===== config.mk =====
export PLATFORM = sky130hd
export DESIGN_NAME = iopc_top
export DESIGN_NICKNAME = d
export VERILOG_FILES = /design/src/pkg/iopc_pkg.sv /design/src/logic/iopc_top.sv
export SDC_FILE = /design/constraint.sdc
export NUM_CORES = 1
export LEC_CHECK = 0
export BUFFER_PORTS_ARGS = -buffer_cell sky130_fd_sc_hd__buf_2
export CAP_MARGIN = 25
export CORE_MARGIN = 2
export CORE_UTILIZATION = 45
export CTS_BUF_LIST = sky130_fd_sc_hd__clkbuf_8 sky130_fd_sc_hd__clkbuf_16
export DETAILED_ROUTE_END_ITERATION = 12
export PLACE_DENSITY = 0.71
export SKIP_CTS_REPAIR_TIMING = 1
export SLEW_MARGIN = 20
export SYNTH_ARGS = -nofsm -noshare
export SYNTH_HDL_FRONTEND = slang
export SYNTH_SLANG_ARGS = --single-unit

===== constraint.sdc =====
create_clock -name clk_i -period 2.5 [get_ports clk_i]
set_input_delay 0.375 -clock clk_i [delete_from_list [all_inputs] [get_ports clk_i]]
set_output_delay 0.375 -clock clk_i [all_outputs]
set_load 0.03 [all_outputs]

===== src/pkg/iopc_pkg.sv =====
// Package: register map, field positions and reset values of the port block
package iopc_pkg;
	// ------------------------------------------------------------
	// Register word offsets (byte addresses)
	// ------------------------------------------------------------
	localparam logic [7:0] OFF_PORT_A  = 8'h00;
	localparam logic [7:0] OFF_PORT_B  = 8'h04;
	localparam logic [7:0] OFF_DIR_B   = 8'h08;
	localparam logic [7:0] OFF_PORT_C  = 8'h0c;
	localparam logic [7:0] OFF_DIR_C   = 8'h10;
	localparam logic [7:0] OFF_PORT_D  = 8'h14;
	localparam logic [7:0] OFF_DIR_D   = 8'h18;
	localparam logic [7:0] OFF_PORT_E  = 8'h1c;
	localparam logic [7:0] OFF_DIR_E   = 8'h20;
	localparam logic [7:0] OFF_PULLUP  = 8'h24;
	localparam logic [7:0] OFF_CHG_EN  = 8'h28;
	localparam logic [7:0] OFF_CTRL    = 8'h2c;
	localparam logic [7:0] OFF_STATUS  = 8'h30;
	localparam logic [7:0] OFF_MASK    = 8'h34;
	// ------------------------------------------------------------
	// Control register fields
	// ------------------------------------------------------------
	localparam int CTRL_MODE_LSB = 0;   // 2-bit processor mode
	localparam int CTRL_PWM1_ON  = 2;
	localparam int CTRL_PWM2_ON  = 3;
	localparam int CTRL_SER_ON   = 4;
	localparam int CTRL_WIDTH    = 5;
	// Status / mask fields
	localparam int ST_CHANGE     = 0;
	localparam int ST_WIDTH      = 1;
	// ------------------------------------------------------------
	// Reset values
	// ------------------------------------------------------------
	localparam logic [7:0] RST_DIR      = 8'hff;
	localparam logic [7:0] RST_LATCH    = 8'h00;
	localparam logic [1:0] RST_OD_LATCH = 2'h3;
	localparam logic [CTRL_WIDTH-1:0] RST_CTRL = 5'h00;
	// ------------------------------------------------------------
	// Processor modes
	// ------------------------------------------------------------
	typedef enum logic [1:0] {
		IOPC_MODE_MPU      = 2'b00,
		IOPC_MODE_EXT_MCU  = 2'b01,
		IOPC_MODE_MCU      = 2'b10,
		IOPC_MODE_MCU_PROT = 2'b11
	} iopc_mode_t;
endpackage : iopc_pkg


===== src/logic/iopc_top.sv =====
// Port pin control block: ports A to E with Wishbone register access
`timescale 1ns/1ps
// What this block does
// - Ports B to E each have a per-pin direction register.
// - Ports C, D, E become system bus in MPU and extended MCU modes.
// - Enabling pulse-width or serial unit takes its pins automatically.
// - Direction bits of forced pins keep their written value; software rewrites after disable.
// - Peripheral input pin set as output sees the port's own driven value.
// - Port A is six pins without direction, latched only on pins 2 and 3; reads return pin levels.
// - Port A pin 1 is timer 0 clock; pins 4, 5 serial, serial-controlled.
// - Port A pins 2, 3 open drain: 0 drives low, 1 releases.
// - Writes to port A change only pins 2 and 3.
// - Direction bit clear makes output, set makes input (0xcf example).
// - Port B bits 0,1 capture inputs; bits 2,3 pulse-width outputs.
// - Port B bit 4 clocks timers 1 and 2; bit 5 clocks timer 3.
// - Port B pins: Schmitt input, enabled pull-up, enabled change interrupt.
module iopc_top (
	// Clock and reset
	input  wire logic        clk_i,
	input  wire logic        rst_i,
	// Wishbone slave
	input  wire logic        wb_cyc_i,
	input  wire logic        wb_stb_i,
	input  wire logic        wb_we_i,
	input  wire logic [7:0]  wb_adr_i,
	input  wire logic [31:0] wb_dat_i,
	input  wire logic [3:0]  wb_sel_i,
	output logic      [31:0] wb_dat_o,
	output logic             wb_ack_o,
	output logic             irq_o,
	// Port A pins
	input  wire logic [5:0]  port_a_i,
	output logic      [5:0]  port_a_o,
	output logic      [5:0]  port_a_oe_o,
	// Port B pins (Schmitt conditioned in the pad)
	input  wire logic [7:0]  port_b_i,
	output logic      [7:0]  port_b_o,
	output logic      [7:0]  port_b_oe_o,
	output logic      [7:0]  port_b_pullup_o,
	// Ports C, D, E pins
	input  wire logic [7:0]  port_c_i,
	output logic      [7:0]  port_c_o,
	output logic      [7:0]  port_c_oe_o,
	input  wire logic [7:0]  port_d_i,
	output logic      [7:0]  port_d_o,
	output logic      [7:0]  port_d_oe_o,
	input  wire logic [7:0]  port_e_i,
	output logic      [7:0]  port_e_o,
	output logic      [7:0]  port_e_oe_o,
	// Processor mode (configuration bits)
	output logic             sys_bus_mode_o,
	// System bus side for ports C, D, E
	input  wire logic [7:0]  bus_c_out_i,
	input  wire logic [7:0]  bus_c_oe_i,
	input  wire logic [7:0]  bus_d_out_i,
	input  wire logic [7:0]  bus_d_oe_i,
	input  wire logic [7:0]  bus_e_out_i,
	input  wire logic [7:0]  bus_e_oe_i,
	// Peripheral side
	input  wire logic        pwm1_i,
	input  wire logic        pwm2_i,
	input  wire logic        ser_a_out_i,
	input  wire logic        ser_a_oe_i,
	input  wire logic        ser_b_out_i,
	input  wire logic        ser_b_oe_i,
	output logic             timer0_clock_pin_o,
	output logic             capture1_o,
	output logic             capture2_o,
	output logic             timer12_clock_pin_o,
	output logic             timer3_clock_pin_o,
	output logic      [1:0]  serial_in_o
);

	// ------------------------------------------------------------
	// Registers
	// ------------------------------------------------------------
	// Port A open-drain bits, ports B to E data and direction
	logic [1:0]                       od_latch;   // Pins 2 and 3 of port A
	logic [7:0]                       second_port_latch;
	logic [7:0]                       second_port_direction;
	logic [7:0]                       third_port_latch;
	logic [7:0]                       third_port_direction;
	logic [7:0]                       fourth_port_latch;
	logic [7:0]                       fourth_port_direction;
	logic [7:0]                       fifth_port_latch;
	logic [7:0]                       fifth_port_direction;
	// Software set-up of pull-ups, change detect, mode and irq
	logic [7:0]                       pullup_en;
	logic [7:0]                       change_en;
	logic [iopc_pkg::CTRL_WIDTH-1:0]  ctrl;
	logic [iopc_pkg::ST_WIDTH-1:0]    status;
	logic [iopc_pkg::ST_WIDTH-1:0]    mask;
	// Change detector state
	logic [7:0]                       change_ref;  // Last latched B levels

	// ------------------------------------------------------------
	// Bus decode
	// ------------------------------------------------------------
	function automatic logic hit(input logic [7:0] adr, input logic [7:0] off);
		hit = (adr == off);
	endfunction : hit

	// Taken once: ack blocks a second take in its own cycle
	wire       req       = wb_cyc_i && wb_stb_i && !wb_ack_o;
	// Every register sits in byte lane 0; other lanes are ignored
	wire       wr        = req && wb_we_i && wb_sel_i[0];
	wire [7:0] wd        = wb_dat_i[7:0];
	wire       wr_port_a = wr && hit(wb_adr_i, iopc_pkg::OFF_PORT_A);
	wire       wr_port_b = wr && hit(wb_adr_i, iopc_pkg::OFF_PORT_B);
	wire       wr_dir_b  = wr && hit(wb_adr_i, iopc_pkg::OFF_DIR_B);
	wire       wr_port_c = wr && hit(wb_adr_i, iopc_pkg::OFF_PORT_C);
	wire       wr_dir_c  = wr && hit(wb_adr_i, iopc_pkg::OFF_DIR_C);
	wire       wr_port_d = wr && hit(wb_adr_i, iopc_pkg::OFF_PORT_D);
	wire       wr_dir_d  = wr && hit(wb_adr_i, iopc_pkg::OFF_DIR_D);
	wire       wr_port_e = wr && hit(wb_adr_i, iopc_pkg::OFF_PORT_E);
	wire       wr_dir_e  = wr && hit(wb_adr_i, iopc_pkg::OFF_DIR_E);
	wire       wr_pullup = wr && hit(wb_adr_i, iopc_pkg::OFF_PULLUP);
	wire       wr_chg_en = wr && hit(wb_adr_i, iopc_pkg::OFF_CHG_EN);
	wire       wr_ctrl   = wr && hit(wb_adr_i, iopc_pkg::OFF_CTRL);
	wire       wr_status = wr && hit(wb_adr_i, iopc_pkg::OFF_STATUS);
	wire       wr_mask   = wr && hit(wb_adr_i, iopc_pkg::OFF_MASK);

	// ------------------------------------------------------------
	// Pin ownership
	// ------------------------------------------------------------
	// MPU and extended MCU modes hand C, D, E to the system bus
	wire       bus_mode = (ctrl[1:0] == iopc_pkg::IOPC_MODE_MPU) ||
	                      (ctrl[1:0] == iopc_pkg::IOPC_MODE_EXT_MCU);
	wire       pwm1_on  = ctrl[iopc_pkg::CTRL_PWM1_ON];
	wire       pwm2_on  = ctrl[iopc_pkg::CTRL_PWM2_ON];
	wire       ser_on   = ctrl[iopc_pkg::CTRL_SER_ON];
	// Direction bit clear means output
	wire [7:0] b_gpio_oe = ~second_port_direction;
	// Peripherals override without touching the direction bits
	wire [7:0] next_b_oe = {b_gpio_oe[7:4],
	                        pwm2_on | b_gpio_oe[3],
	                        pwm1_on | b_gpio_oe[2],
	                        b_gpio_oe[1:0]};
	wire [7:0] next_b_out = {second_port_latch[7:4],
	                         pwm2_on ? pwm2_i : second_port_latch[3],
	                         pwm1_on ? pwm1_i : second_port_latch[2],
	                         second_port_latch[1:0]};
	// Output pins read back what the port drives, so peripherals see it
	wire [7:0] b_level = (next_b_oe & next_b_out) |
	                     (~next_b_oe & port_b_i);
	wire [5:0] a_level = (port_a_oe_o & port_a_o) | (~port_a_oe_o & port_a_i);
	// Same owner choice for all three ports: system bus or own register
	function automatic logic [7:0] owner(input logic       by_sys,
	                                     input logic [7:0] by_bus,
	                                     input logic [7:0] by_port);
		owner = by_sys ? by_bus : by_port;
	endfunction : owner

	wire [7:0] c_oe  = owner(bus_mode, bus_c_oe_i,
	                         ~third_port_direction);
	wire [7:0] d_oe  = owner(bus_mode, bus_d_oe_i,
	                         ~fourth_port_direction);
	wire [7:0] e_oe  = owner(bus_mode, bus_e_oe_i,
	                         ~fifth_port_direction);
	wire [7:0] c_out = owner(bus_mode, bus_c_out_i, third_port_latch);
	wire [7:0] d_out = owner(bus_mode, bus_d_out_i, fourth_port_latch);
	wire [7:0] e_out = owner(bus_mode, bus_e_out_i, fifth_port_latch);
	// Change detection on input-configured pins only
	wire [7:0] b_diff   = (port_b_i ^ change_ref) & second_port_direction &
	                      change_en;
	wire       chg_evt  = |b_diff;
	// Flag stays up until software writes a one to it
	wire [iopc_pkg::ST_WIDTH-1:0] next_status =
	    (status & ~(wr_status ? wd[iopc_pkg::ST_WIDTH-1:0] : 1'b0)) |
	    chg_evt; // Set wins over clear

	// ------------------------------------------------------------
	// Read mux
	// ------------------------------------------------------------
	// A and B read resolved levels, C to E raw pins, holes read zero
	logic [7:0] rd;
	always_comb begin
		case (wb_adr_i)
			iopc_pkg::OFF_PORT_A: rd = {2'h0, a_level};
			iopc_pkg::OFF_PORT_B: rd = b_level;
			iopc_pkg::OFF_DIR_B:  rd = second_port_direction;
			iopc_pkg::OFF_PORT_C: rd = port_c_i;
			iopc_pkg::OFF_DIR_C:  rd = third_port_direction;
			iopc_pkg::OFF_PORT_D: rd = port_d_i;
			iopc_pkg::OFF_DIR_D:  rd = fourth_port_direction;
			iopc_pkg::OFF_PORT_E: rd = port_e_i;
			iopc_pkg::OFF_DIR_E:  rd = fifth_port_direction;
			iopc_pkg::OFF_PULLUP: rd = pullup_en;
			iopc_pkg::OFF_CHG_EN: rd = change_en;
			iopc_pkg::OFF_CTRL:   rd = {3'h0, ctrl};
			iopc_pkg::OFF_STATUS: rd = {7'h00, status};
			iopc_pkg::OFF_MASK:   rd = {7'h00, mask};
			default:              rd = 8'h00;
		endcase
	end

	// ------------------------------------------------------------
	// Bus handshake, one registered ack per request, one cycle after it
	// ------------------------------------------------------------
	always_ff @(posedge clk_i) begin
		if (rst_i) begin
			wb_ack_o <= 1'b0;
			wb_dat_o <= 32'h0000_0000;
		end else begin
			wb_ack_o <= req;
			wb_dat_o <= {24'h00_0000, rd};
		end
	end

	// ------------------------------------------------------------
	// Port A open-drain latch
	// ------------------------------------------------------------
	// Only bits 2 and 3 are stored; the other bits of a write drop away
	always_ff @(posedge clk_i) begin
		if (rst_i) begin
			od_latch <= iopc_pkg::RST_OD_LATCH;
		end else if (wr_port_a) begin
			od_latch <= wd[3:2];
		end
	end

	// ------------------------------------------------------------
	// Port B to E latches and directions
	// ------------------------------------------------------------
	always_ff @(posedge clk_i) begin
		if (rst_i) begin
			second_port_latch     <= iopc_pkg::RST_LATCH;
			second_port_direction <= iopc_pkg::RST_DIR;
			third_port_latch      <= iopc_pkg::RST_LATCH;
			third_port_direction  <= iopc_pkg::RST_DIR;
			fourth_port_latch     <= iopc_pkg::RST_LATCH;
			fourth_port_direction <= iopc_pkg::RST_DIR;
			fifth_port_latch      <= iopc_pkg::RST_LATCH;
			fifth_port_direction  <= iopc_pkg::RST_DIR;
		end else begin
			// Takeover leaves direction bits as written; software
			// rewrites them once the peripheral is off
			if (wr_port_b) second_port_latch <= wd;
			if (wr_dir_b) second_port_direction <= wd;
			if (wr_port_c) third_port_latch <= wd;
			if (wr_dir_c) third_port_direction <= wd;
			if (wr_port_d) fourth_port_latch <= wd;
			if (wr_dir_d) fourth_port_direction <= wd;
			if (wr_port_e) fifth_port_latch <= wd;
			if (wr_dir_e) fifth_port_direction <= wd;
		end
	end

	// ------------------------------------------------------------
	// Control, pull-up and change-enable registers
	// ------------------------------------------------------------
	always_ff @(posedge clk_i) begin
		if (rst_i) begin
			ctrl      <= iopc_pkg::RST_CTRL;
			pullup_en <= 8'h00;
			change_en <= 8'h00;
			mask      <= 1'b0;
		end else begin
			if (wr_ctrl) ctrl <= wd[iopc_pkg::CTRL_WIDTH-1:0];
			if (wr_pullup) pullup_en <= wd;
			if (wr_chg_en) change_en <= wd;
			if (wr_mask) mask <= wd[iopc_pkg::ST_WIDTH-1:0];
		end
	end

	// ------------------------------------------------------------
	// Change detect and interrupt
	// ------------------------------------------------------------
	// Reference follows the pins so each change flags once
	always_ff @(posedge clk_i) begin
		if (rst_i) begin
			change_ref <= 8'h00;
			status     <= 1'b0;
			irq_o      <= 1'b0;
		end else begin
			change_ref <= port_b_i;
			status     <= next_status;
			irq_o      <= |(next_status & mask);
		end
	end

	// ------------------------------------------------------------
	// Registered pin drive
	// ------------------------------------------------------------
	// Pins move one edge after the bus write, free of decode glitches
	always_ff @(posedge clk_i) begin
		if (rst_i) begin
			port_a_o            <= 6'h00;
			port_a_oe_o         <= 6'h00;
			port_b_o            <= 8'h00;
			port_b_oe_o         <= 8'h00;
			port_b_pullup_o     <= 8'h00;
			port_c_o            <= 8'h00;
			port_c_oe_o         <= 8'h00;
			port_d_o            <= 8'h00;
			port_d_oe_o         <= 8'h00;
			port_e_o            <= 8'h00;
			port_e_oe_o         <= 8'h00;
			sys_bus_mode_o      <= 1'b0;
		end else begin
			// Open drain drives only low; serial unit owns pins 4 and 5
			port_a_o    <= {ser_b_out_i, ser_a_out_i, 4'h0};
			port_a_oe_o <= {ser_on & ser_b_oe_i, ser_on & ser_a_oe_i,
			                ~od_latch, 2'h0};
			port_b_o        <= next_b_out;
			port_b_oe_o     <= next_b_oe;
			port_b_pullup_o <= pullup_en & ~next_b_oe;
			port_c_o    <= c_out;
			port_c_oe_o <= c_oe;
			port_d_o    <= d_out;
			port_d_oe_o <= d_oe;
			port_e_o    <= e_out;
			port_e_oe_o <= e_oe;
			sys_bus_mode_o <= bus_mode;
		end
	end

	// ------------------------------------------------------------
	// Peripheral inputs taken from the resolved pin levels
	// ------------------------------------------------------------
	always_ff @(posedge clk_i) begin
		if (rst_i) begin
			timer0_clock_pin_o  <= 1'b0;
			capture1_o          <= 1'b0;
			capture2_o          <= 1'b0;
			timer12_clock_pin_o <= 1'b0;
			timer3_clock_pin_o  <= 1'b0;
			serial_in_o         <= 2'h0;
		end else begin
			timer0_clock_pin_o  <= a_level[1];
			capture1_o          <= b_level[0];
			capture2_o          <= b_level[1];
			timer12_clock_pin_o <= b_level[4];
			timer3_clock_pin_o  <= b_level[5];
			serial_in_o         <= a_level[5:4];
		end
	end

endmodule : iopc_top


Word-level counts from Yosys, hierarchy flattened:

Cells that the tools add are included.

* bitwise gates (word level): 25
* equal/unequal tests: 14
* reduce and logical (&&, ||, !) cells: 23
* muxes and demuxes: 10

Operator list (count)
* case mux 8 bit (14 select lines): 1
* == test 8 x 6 -> 1 bit, second input constant: 6
* two-way mux 8 bit: 6
* AND 8 bit: 5
* inverter 8 bit: 5
* == test 8 x 5 -> 1 bit, second input constant: 4
* logical AND 1 bit: 18
* == test 8 x 4 -> 1 bit, second input constant: 2
* AND 6 bit: 2
* == test 8 x 3 -> 1 bit, second input constant: 1
* zero test 8 bit: 1
* OR 8 bit: 1
* OR reduction 8 bit: 1
* bitwise XOR 8 bit: 1
* inverter 6 bit: 1
* OR 6 bit: 1
* AND 1 bit: 4
* two-way mux 1 bit: 3
* OR 1 bit: 3
* == test 2 x 1 -> 1 bit, second input constant: 1
* zero test 2 bit: 1
* inverter 2 bit: 1
* zero test 1 bit: 1
* logical OR 1 bit: 1
* inverter 1 bit: 1

* input bits: 141
* register bits: 223
* word-level logic and storage cells: 111

Logic depth before layout (Yosys ltp):

Gate-level depths: netlist (run 1).

* depth after elaboration: 10
* depth in mapped cells: 8

Worst setup path before layout (run 1):

OpenSTA, ideal clock, no wires.

* path kind: input to register
* start point: input wb_adr_i[3]
* end point: register mask
* required time: 2.372 ns
* library setup time: 0.128 ns
* arrival: 1.645 ns
* stages: 7
* path slack: 0.727 ns
* path buffers: 3
* cell sequence: buf_2 or4b_1 buf_2 buf_6 nor4_4 mux2i_1 nor2_1

* word-level cells in the longest chain between the ends: 2

Ends and longest elaborated chain
* from (decl): RTL line iopc_top.sv:25 `input wire logic [7:0] wb_adr_i,`
* == test 8 x 6 -> 1 bit: RTL line iopc_top.sv:100 `hit = (adr == off);`
* logical AND 1 bit: RTL line iopc_top.sv:121 `wire wr_mask = wr && hit(wb_adr_i, iopc_pkg::OFF_MASK);`
* to (signal assigned): RTL line iopc_top.sv:262 `if (wr_mask) mask <= wd[iopc_pkg::ST_WIDTH-1:0];`
* to (decl): RTL line iopc_top.sv:92 `logic [iopc_pkg::ST_WIDTH-1:0] mask;`

Every way passes these cells.
A chain may end at the register's enable or synchronous reset.

Worst setup path after layout (run 1):

* start point: register wb_ack_o
* end point: register second_port_direction[1]

* word-level cells in the longest chain between the ends: 5

Ends and longest elaborated chain
* from (decl): RTL line iopc_top.sv:29 `output logic wb_ack_o,`
* from (signal assigned): RTL line iopc_top.sv:205 `wb_ack_o <= req;`
* zero test 1 bit: RTL line iopc_top.sv:104 `wire req = wb_cyc_i && wb_stb_i && !wb_ack_o;`
* logical AND 1 bit: RTL line iopc_top.sv:104
* logical AND 1 bit (2 in a row): RTL line iopc_top.sv:106 `wire wr = req && wb_we_i && wb_sel_i[0];`
* logical AND 1 bit: RTL line iopc_top.sv:110 `wire wr_dir_b = wr && hit(wb_adr_i, iopc_pkg::OFF_DIR_B);`
* to (signal assigned): RTL line iopc_top.sv:228 `second_port_direction <= iopc_pkg::RST_DIR;`
* to (signal assigned): RTL line iopc_top.sv:239 `if (wr_dir_b) second_port_direction <= wd;`
* to (decl): RTL line iopc_top.sv:80 `logic [7:0] second_port_direction;`

Every way passes these cells.

==> metrics.txt, run 1 <==
# TYPE chip_impl_metric gauge
chip_impl_metric{name="die_w",unit="µm"} 137
chip_impl_metric{name="nets",unit=""} 1213
chip_impl_metric{name="cell_area_after_technology_mapping",unit="mm²"} 0.00793
chip_impl_metric{name="grtUsageTotal",unit="%"} 25.3
chip_impl_info{name="worst_r2r_endpoint",value="second_port_direction[1]$_SDFFE_PP1P_"} 1
chip_impl_metric{name="fin_cells",unit=""} 1311
chip_impl_metric{name="clk_latency",unit="ns"} 0.43
chip_impl_metric{name="skew",unit="ns"} 0.00840
chip_impl_metric{name="total_die_area",unit="mm²"} 0.0187
chip_impl_metric{name="grt_first_pass_wirelength",unit="µm"} 35500
chip_impl_metric{name="max_stage_delay",unit="ns"} 0.43
chip_impl_metric{name="synth_warnings",unit=""} 0
chip_impl_info{name="setup.worst_path.start_class",value="register"} 1
chip_impl_metric{name="timing.hold.worst_path_depth",unit=""} 2
chip_impl_metric{name="clockBufferDepth",unit=""} 2
chip_impl_metric{name="synth_seq_cells",unit=""} 193
chip_impl_metric{name="unique_masters_post_synth",unit=""} 57
chip_impl_metric{name="share_of_cells_above_drive_strength_1",unit="%"} 27.9
chip_impl_info{name="yosys.cell_count.top_type",value="dfxtp_1"} 1
chip_impl_metric{name="tritoncts_num_sinks",unit=""} 193
chip_impl_metric{name="fin_crit_sh",unit="%"} 75.2
chip_impl_info{name="timing.setup.critical_path_class",value="reg -> reg"} 1
chip_impl_metric{name="route.detailed.vias_per_inst",unit=""} 5.28
chip_impl_metric{name="least_margin_pin_slew",unit="ns"} 0.576
chip_impl_metric{name="hold_viol",unit=""} 0
chip_impl_metric{name="drt_drc",unit=""} 0
chip_impl_metric{name="power-per-cell-area",unit="mW/mm²"} 664
chip_impl_metric{name="timing.slew.headroom",unit="%"} 60.5
chip_impl_info{name="holdPathEnd",value="port_a_o[4]$_SDFF_PP0_"} 1
chip_impl_metric{name="total_leakage_power",unit="nW"} 4.19
chip_impl_info{name="post_synth_main_area_contributors",value="dfxtp_1, mux2i_1, nand2_1, nor2_1, a21oi_1"} 1
chip_impl_metric{name="achievable-frequency",unit="MHz"} 532
chip_impl_info{name="rsz0062_at_grt",value="no"} 1
chip_impl_metric{name="finalSetupViolations",unit=""} 0
chip_impl_metric{name="path_clk_slew",unit="ns"} 0.07
chip_impl_info{name="path_cells",value="and3b_1 > nand4_2 > buf_4 > nor3_1 > o21ai_0"} 1
chip_impl_metric{name="initial_utilization",unit="%"} 46.0
chip_impl_metric{name="via_count",unit=""} 6927
chip_impl_metric{name="sequential_cell_area_fraction_in_the_yosys_report",unit="%"} 48.7
chip_impl_metric{name="worst_vdd_rail_ir_drop",unit="mV"} 0.477
chip_impl_info{name="worst_setup_path_end_kind",value="register"} 1
chip_impl_info{name="clock_tree_from_tritoncts",value="built"} 1
chip_impl_metric{name="number_of_flops_mapped_to_enable_cells_by_yosys",unit=""} 0
chip_impl_metric{name="dp_cells",unit=""} 1278
chip_impl_metric{name="io_pins",unit=""} 267
chip_impl_metric{name="first_global_vias",unit=""} 6397
chip_impl_info{name="clock_tree.root_cell",value="clkbuf_16"} 1
chip_impl_metric{name="areaGrowthSynthToFinish",unit="%"} 22.8
chip_impl_metric{name="layout_fillers",unit=""} 1574
chip_impl_metric{name="grt_antenna_before_repair",unit=""} 3
chip_impl_metric{name="floorplan.core_area",unit="mm²"} 0.0172
chip_impl_metric{name="worst_slack",unit="ns"} 0.621
chip_impl_metric{name="tritoncts.num_buffers",unit=""} 17
chip_impl_metric{name="firstDrtPassIters",unit=""} 5
chip_impl_metric{name="timing_max_transition_violations_final",unit=""} 0
chip_impl_metric{name="wire_per_inst",unit="µm"} 18.0
chip_impl_metric{name="fin_crit",unit="ns"} 1.88
chip_impl_metric{name="drt-initial-drc-count",unit=""} 509
chip_impl_metric{name="timing.critical_path.fanout_max",unit=""} 17
chip_impl_metric{name="chipHeight",unit="µm"} 137
chip_impl_info{name="path_category_of_the_worst_min_delay_check",value="in -> reg"} 1
chip_impl_metric{name="synth_top_area_share",unit="%"} 48.7
chip_impl_metric{name="postRouteAntennaNets",unit=""} 0
chip_impl_metric{name="dp_hpwl",unit="µm"} 17000
chip_impl_info{name="synthTopCellsByCount",value="dfxtp_1, nand2_1, nor2_1"} 1
chip_impl_info{name="outcome",value="completed"} 1
chip_impl_metric{name="final.hold.worst_slack",unit="ns"} 0.151
chip_impl_metric{name="io_buffers",unit=""} 209
chip_impl_metric{name="netlist_instances",unit=""} 870
chip_impl_metric{name="place.gp.congestion",unit=""} 0.959
chip_impl_metric{name="synthesis.area_per_instance",unit="µm²"} 9.11
chip_impl_metric{name="dpl_cell_area",unit="mm²"} 0.00916
chip_impl_metric{name="finalWirelength",unit="µm"} 23700
chip_impl_metric{name="timing.setup.tns",unit="ns"} 0
chip_impl_info{name="critical_hold_path_startpoint",value="ser_a_out_i"} 1
chip_impl_info{name="synthDominantAreaCellType",value="dfxtp_1"} 1
chip_impl_metric{name="worst-endpoint-arrival",unit="ns"} 2.17
chip_impl_metric{name="timing.reg2reg.worst_path_depth",unit=""} 5
chip_impl_metric{name="post-place-ws",unit="ns"} 0.411
chip_impl_metric{name="h-tree-depth",unit=""} 4
chip_impl_metric{name="postLayoutCellArea",unit="mm²"} 0.00974
chip_impl_metric{name="pin_count_of_the_biggest_net_entering_global_routing",unit=""} 74
chip_impl_metric{name="global_route.overflow_total",unit=""} 0
chip_impl_metric{name="ys_async_sr_fraction",unit="%"} 0
chip_impl_metric{name="critical_path_required",unit="ns"} 2.79
chip_impl_info{name="critPathSlowestCell",value="nor3_1"} 1
chip_impl_metric{name="row_count",unit=""} 48
chip_impl_info{name="r2r_path_start",value="wb_ack_o$_SDFF_PP0_"} 1
chip_impl_metric{name="cap_violations",unit=""} 0
chip_impl_metric{name="regToRegSetupSlack",unit="ns"} 0.62
chip_impl_info{name="ys.flop_type",value="dfxtp_1"} 1
## layout by cell type, fill, tap and decap left out, types with 3 or more instances in the layout
cell type	count
clkbuf_16	17
mux2_2	4
nor2_2	4
nor2_1	88
o211ai_1	26
conb_1	30
a21oi_1	59
a22oi_1	9
dfxtp_1	192
nand3_1	20
inv_1	31
nor2b_1	22
a31oi_1	6
mux2i_1	82
o21ai_0	33
and3_1	8
nor2_4	6
o21ai_1	28
clkinvlp_4	3
buf_4	36
buf_2	208
mux4_2	3
nand2_1	98
nor3_1	3
inv_6	3
xor2_1	8
o22ai_1	3
nand4_1	6
## worst max-delay path by stage
stage	startpoint	end	cells past startpoint
2_1_floorplan	wb_adr_i[3]	mask$_SDFFE_PP0P_	7
3_3_place_gp	wb_adr_i[4]	ctrl[3]$_SDFFE_PP0P_	6
3_5_place_dp	wb_adr_i[4]	second_port_direction[1]$_SDFFE_PP1P_	6
4_1_cts	wb_ack_o$_SDFF_PP0_	second_port_direction[1]$_SDFFE_PP1P_	5
5_1_grt	wb_ack_o$_SDFF_PP0_	second_port_direction[1]$_SDFFE_PP1P_	5
6_report	wb_ack_o$_SDFF_PP0_	second_port_direction[1]$_SDFFE_PP1P_	5
## logic make-up after synthesis
family,after synthesis,share of synthesized area [%]
and+or+nand+nor,278,17.5
buffers and inverters,121,7.68
AOI/OAI and AO/OA,180,13.4
xor gates and xnor gates,8,0.884
DFF,193,48.7
muxes,89,11.8
other,1,0.0473
## stage by stage
stage / utilization [%] / total power, mW
2_1_floorplan: - / 3.62
3_3_place_gp: 53.1 / 3.83
3_5_place_dp: 53.1 / 3.84
4_1_cts: 56.5 / 6.50
5_1_grt: 56.5 / 6.66
6_report: 56.5 / 6.47
## layer usage
| layer | global-route usage, % | share of wire (%) | routed length (µm) |
|---|---|---|---|
| met1 | 33.5 | 43 | 10200 |
| met2 | 40.0 | 46 | 10900 |
| met3 | 6.04 | 8.1 | 1920 |
| met4 | 9.61 | 2.4 | 570 |
| met5 | 0 | 0.11 | 27 |
## final cells by class
class                   instances  area [µm²]  share of cell area [%]
diodes                          2        5.00                  0.0514
clock buffers                  18         439                    4.51
clock inverters                13         136                    1.40
inverters                      30         113                    1.16
multi-input cells             585        3560                    36.6
flip-flops and latches        193        3870                    39.7
well taps                     225         282                    2.89
repair buffers                245        1330                    13.7
## power breakdown
part           switching (mW)  total, mW  internal (mW)
Combinational           0.431      0.626          0.195
Sequential             0.0148       3.14           3.13
Clock                    1.20       2.70           1.50
## critical path: cells and delay by family, from the launching register on
family,cells,cell delay [ns]
buf+inv,1,0.26
compound gates,1,0.16
flops,1,0.31
simple gates,3,1.01
No activity file was read; power rests on OpenSTA's default activity.
==> run 2, diff against run 1 <==
--- a/config.mk
+++ b/config.mk
@@ -11,7 +11,7 @@
 export CORE_UTILIZATION = 45
 export CTS_BUF_LIST = sky130_fd_sc_hd__clkbuf_8 sky130_fd_sc_hd__clkbuf_16
 export DETAILED_ROUTE_END_ITERATION = 12
-export PLACE_DENSITY = 0.71
+export PLACE_DENSITY = 0.73
 export SKIP_CTS_REPAIR_TIMING = 1
 export SLEW_MARGIN = 20
 export SYNTH_ARGS = -nofsm -noshare
==> constraint.sdc (replaced) <==
create_clock -name clk_i -period 1.5 [get_ports clk_i]
set_input_delay 0.225 -clock clk_i [delete_from_list [all_inputs] [get_ports clk_i]]
set_output_delay 0.225 -clock clk_i [all_outputs]
set_load 0.03 [all_outputs]
==> metrics.txt, run 2 (synthesis results as in run 1) <==
# TYPE chip_impl_metric gauge
chip_impl_info{name="outcome",value="finished, violations left"} 1
chip_impl_info{name="failing_checks",value="setup timing"} 1
chip_impl_metric{name="layout_fillers",unit=""} 1493
chip_impl_metric{name="die_w",unit="µm"} 137
chip_impl_metric{name="via_count",unit=""} 7384
chip_impl_metric{name="row_count",unit=""} 48
chip_impl_info{name="clock_tree_from_tritoncts",value="built"} 1
chip_impl_metric{name="timing.critical_path.fanout_max",unit=""} 7
chip_impl_metric{name="clk_latency",unit="ns"} 0.44
chip_impl_metric{name="tritoncts.num_buffers",unit=""} 17
chip_impl_metric{name="share_of_cells_above_drive_strength_1",unit="%"} 36.1
chip_impl_metric{name="total_die_area",unit="mm²"} 0.0187
chip_impl_metric{name="skew",unit="ns"} 0.00697
chip_impl_metric{name="firstDrtPassIters",unit=""} 5
chip_impl_info{name="most-common-layout-cells",value="buf_2, dfxtp_1, buf_4, nor2_1, nand2_1"} 1
chip_impl_metric{name="h-tree-depth",unit=""} 4
chip_impl_metric{name="grt_antenna_before_repair",unit=""} 0
chip_impl_metric{name="nets",unit=""} 1280
chip_impl_metric{name="clockBufferDepth",unit=""} 2
chip_impl_metric{name="grtUsageTotal",unit="%"} 27.0
chip_impl_metric{name="dp_hpwl",unit="µm"} 18600
chip_impl_info{name="rsz0062_at_grt",value="yes"} 1
chip_impl_metric{name="drt-initial-drc-count",unit=""} 646
chip_impl_info{name="clock_tree.root_cell",value="clkbuf_16"} 1
chip_impl_info{name="path_category_of_the_worst_min_delay_check",value="in -> reg"} 1
chip_impl_metric{name="grt_first_pass_wirelength",unit="µm"} 37700
chip_impl_metric{name="io_pins",unit=""} 267
chip_impl_metric{name="timing.slew.headroom",unit="%"} 63.4
chip_impl_metric{name="tritoncts_num_sinks",unit=""} 193
chip_impl_metric{name="place.gp.congestion",unit=""} 1.00
chip_impl_metric{name="initial_utilization",unit="%"} 46.0
chip_impl_metric{name="fin_crit_sh",unit="%"} 111
chip_impl_metric{name="worst-endpoint-arrival",unit="ns"} 2.02
chip_impl_metric{name="first_global_vias",unit=""} 6932
chip_impl_metric{name="path_clk_slew",unit="ns"} 0.07
chip_impl_info{name="most_common_cell_after_layout_fill_and_taps_aside",value="buf_2"} 1
chip_impl_metric{name="hold_viol",unit=""} 0
chip_impl_metric{name="dpl_cell_area",unit="mm²"} 0.00977
chip_impl_metric{name="areaGrowthSynthToFinish",unit="%"} 34.3
chip_impl_metric{name="postRouteAntennaNets",unit=""} 0
chip_impl_metric{name="antenna_cells",unit=""} 0
chip_impl_info{name="setup.worst_path.start_class",value="register"} 1
chip_impl_metric{name="fin_crit",unit="ns"} 1.66
chip_impl_metric{name="chipHeight",unit="µm"} 137
chip_impl_metric{name="route.detailed.vias_per_inst",unit=""} 5.36
chip_impl_metric{name="postLayoutCellArea",unit="mm²"} 0.0106
chip_impl_metric{name="finalWirelength",unit="µm"} 25700
chip_impl_metric{name="achievable-frequency",unit="MHz"} 602
chip_impl_metric{name="io_buffers",unit=""} 209
chip_impl_metric{name="wire_per_inst",unit="µm"} 18.6
chip_impl_metric{name="least_margin_pin_slew",unit="ns"} 0.549
chip_impl_metric{name="drt_drc",unit=""} 0
chip_impl_metric{name="worst_slack",unit="ns"} -0.161
chip_impl_metric{name="total_leakage_power",unit="nW"} 4.62
chip_impl_metric{name="pin_count_of_the_biggest_net_entering_global_routing",unit=""} 109
chip_impl_metric{name="floorplan.core_area",unit="mm²"} 0.0172
chip_impl_metric{name="finalSetupViolations",unit=""} 65
chip_impl_info{name="timing.setup.critical_path_class",value="reg -> reg"} 1
chip_impl_metric{name="global_route.overflow_total",unit=""} 0
chip_impl_metric{name="cap_violations",unit=""} 0
chip_impl_metric{name="timing.setup.tns",unit="ns"} -4.26
chip_impl_metric{name="worst_vdd_rail_ir_drop",unit="mV"} 0.795
chip_impl_metric{name="power-per-cell-area",unit="mW/mm²"} 1070
chip_impl_metric{name="post-layout-total-power",unit="mW"} 11.4
chip_impl_info{name="worst_setup_path_end_kind",value="register"} 1
chip_impl_metric{name="critical_path_required",unit="ns"} 1.86
chip_impl_metric{name="timing_max_transition_violations_final",unit=""} 0
[run 2: changes by cell type in the layout (fill, tap and decap cells not counted), moves of 3 or more]
cell | previous run | this run
a21oi_1 | 59 | 46
a21oi_2 | 0 | 13
buf_12 | 1 | 10
buf_4 | 36 | 87
buf_6 | 0 | 6
inv_8 | 0 | 3
nand2_1 | 98 | 83
nand2_2 | 0 | 15
nor2_4 | 6 | 10
o21ai_0 | 33 | 24
o21ai_2 | 0 | 11
[run 2: metal layers]
layer  routed length, µm  track usage [%]
met5                   0                0
met4                 664             11.2
met3                2380             5.67
met2               11900             43.2
met1               10700             35.4
[run 2: critical path, cell delays in order, from the launching register on]
cell and delay [ns]:
dfxtp_4 0.34, and3b_1 0.23, buf_6 0.14, nand4_4 0.18
nor2_2 0.24, buf_4 0.16, nand2_1 0.09, a21oi_1 0.19
[run 2: per-stage QoR]
stage,hold WS [ns],utilization [%],std cells,setup WS [ns]
2_1_floorplan,0.353,-,899,-0.0863
3_3_place_gp,0.394,56.7,1341,-0.251
3_5_place_dp,0.403,56.7,1341,-0.311
4_1_cts,-0.00422,60.5,1373,-0.223
5_1_grt,0.00155,61.8,1377,-0.214
6_report,0.000286,61.8,1377,-0.161
[run 2: path summary, 6_finish.rpt]
check             depth (start not counted)  slack, ns                startpoint                   endpoint
setup / recovery                          7      -0.16       wb_ack_o$_SDFF_PP0_       ctrl[4]$_SDFFE_PP0P_
hold / removal                            2     0.0003               ser_b_out_i     port_a_o[5]$_SDFF_PP0_
setup reg to reg                          7      -0.16       wb_ack_o$_SDFF_PP0_       ctrl[4]$_SDFFE_PP0P_
hold reg to reg                           1       0.44  od_latch[0]$_SDFFE_PP1P_  port_a_oe_o[2]$_SDFF_PP0_
[run 2: layout make-up]
cell class | instances | area [µm²] | area share [%]
Tap cell | 225 | 282 | 2.64
Clock buffer | 18 | 450 | 4.23
Inverter | 30 | 113 | 1.06
Sequential cell | 193 | 3870 | 36.4
Multi-Input combinational cell | 585 | 3750 | 35.2
Timing Repair Buffer | 312 | 1990 | 18.7
Clock inverter | 14 | 200 | 1.88
[run 2: power breakdown]
part	switching (mW)	internal, mW	total [mW]
registers	0.0255	5.21	5.24
clock network	2.08	2.93	5.00
logic	0.759	0.396	1.15
total	2.86	8.53	11.4
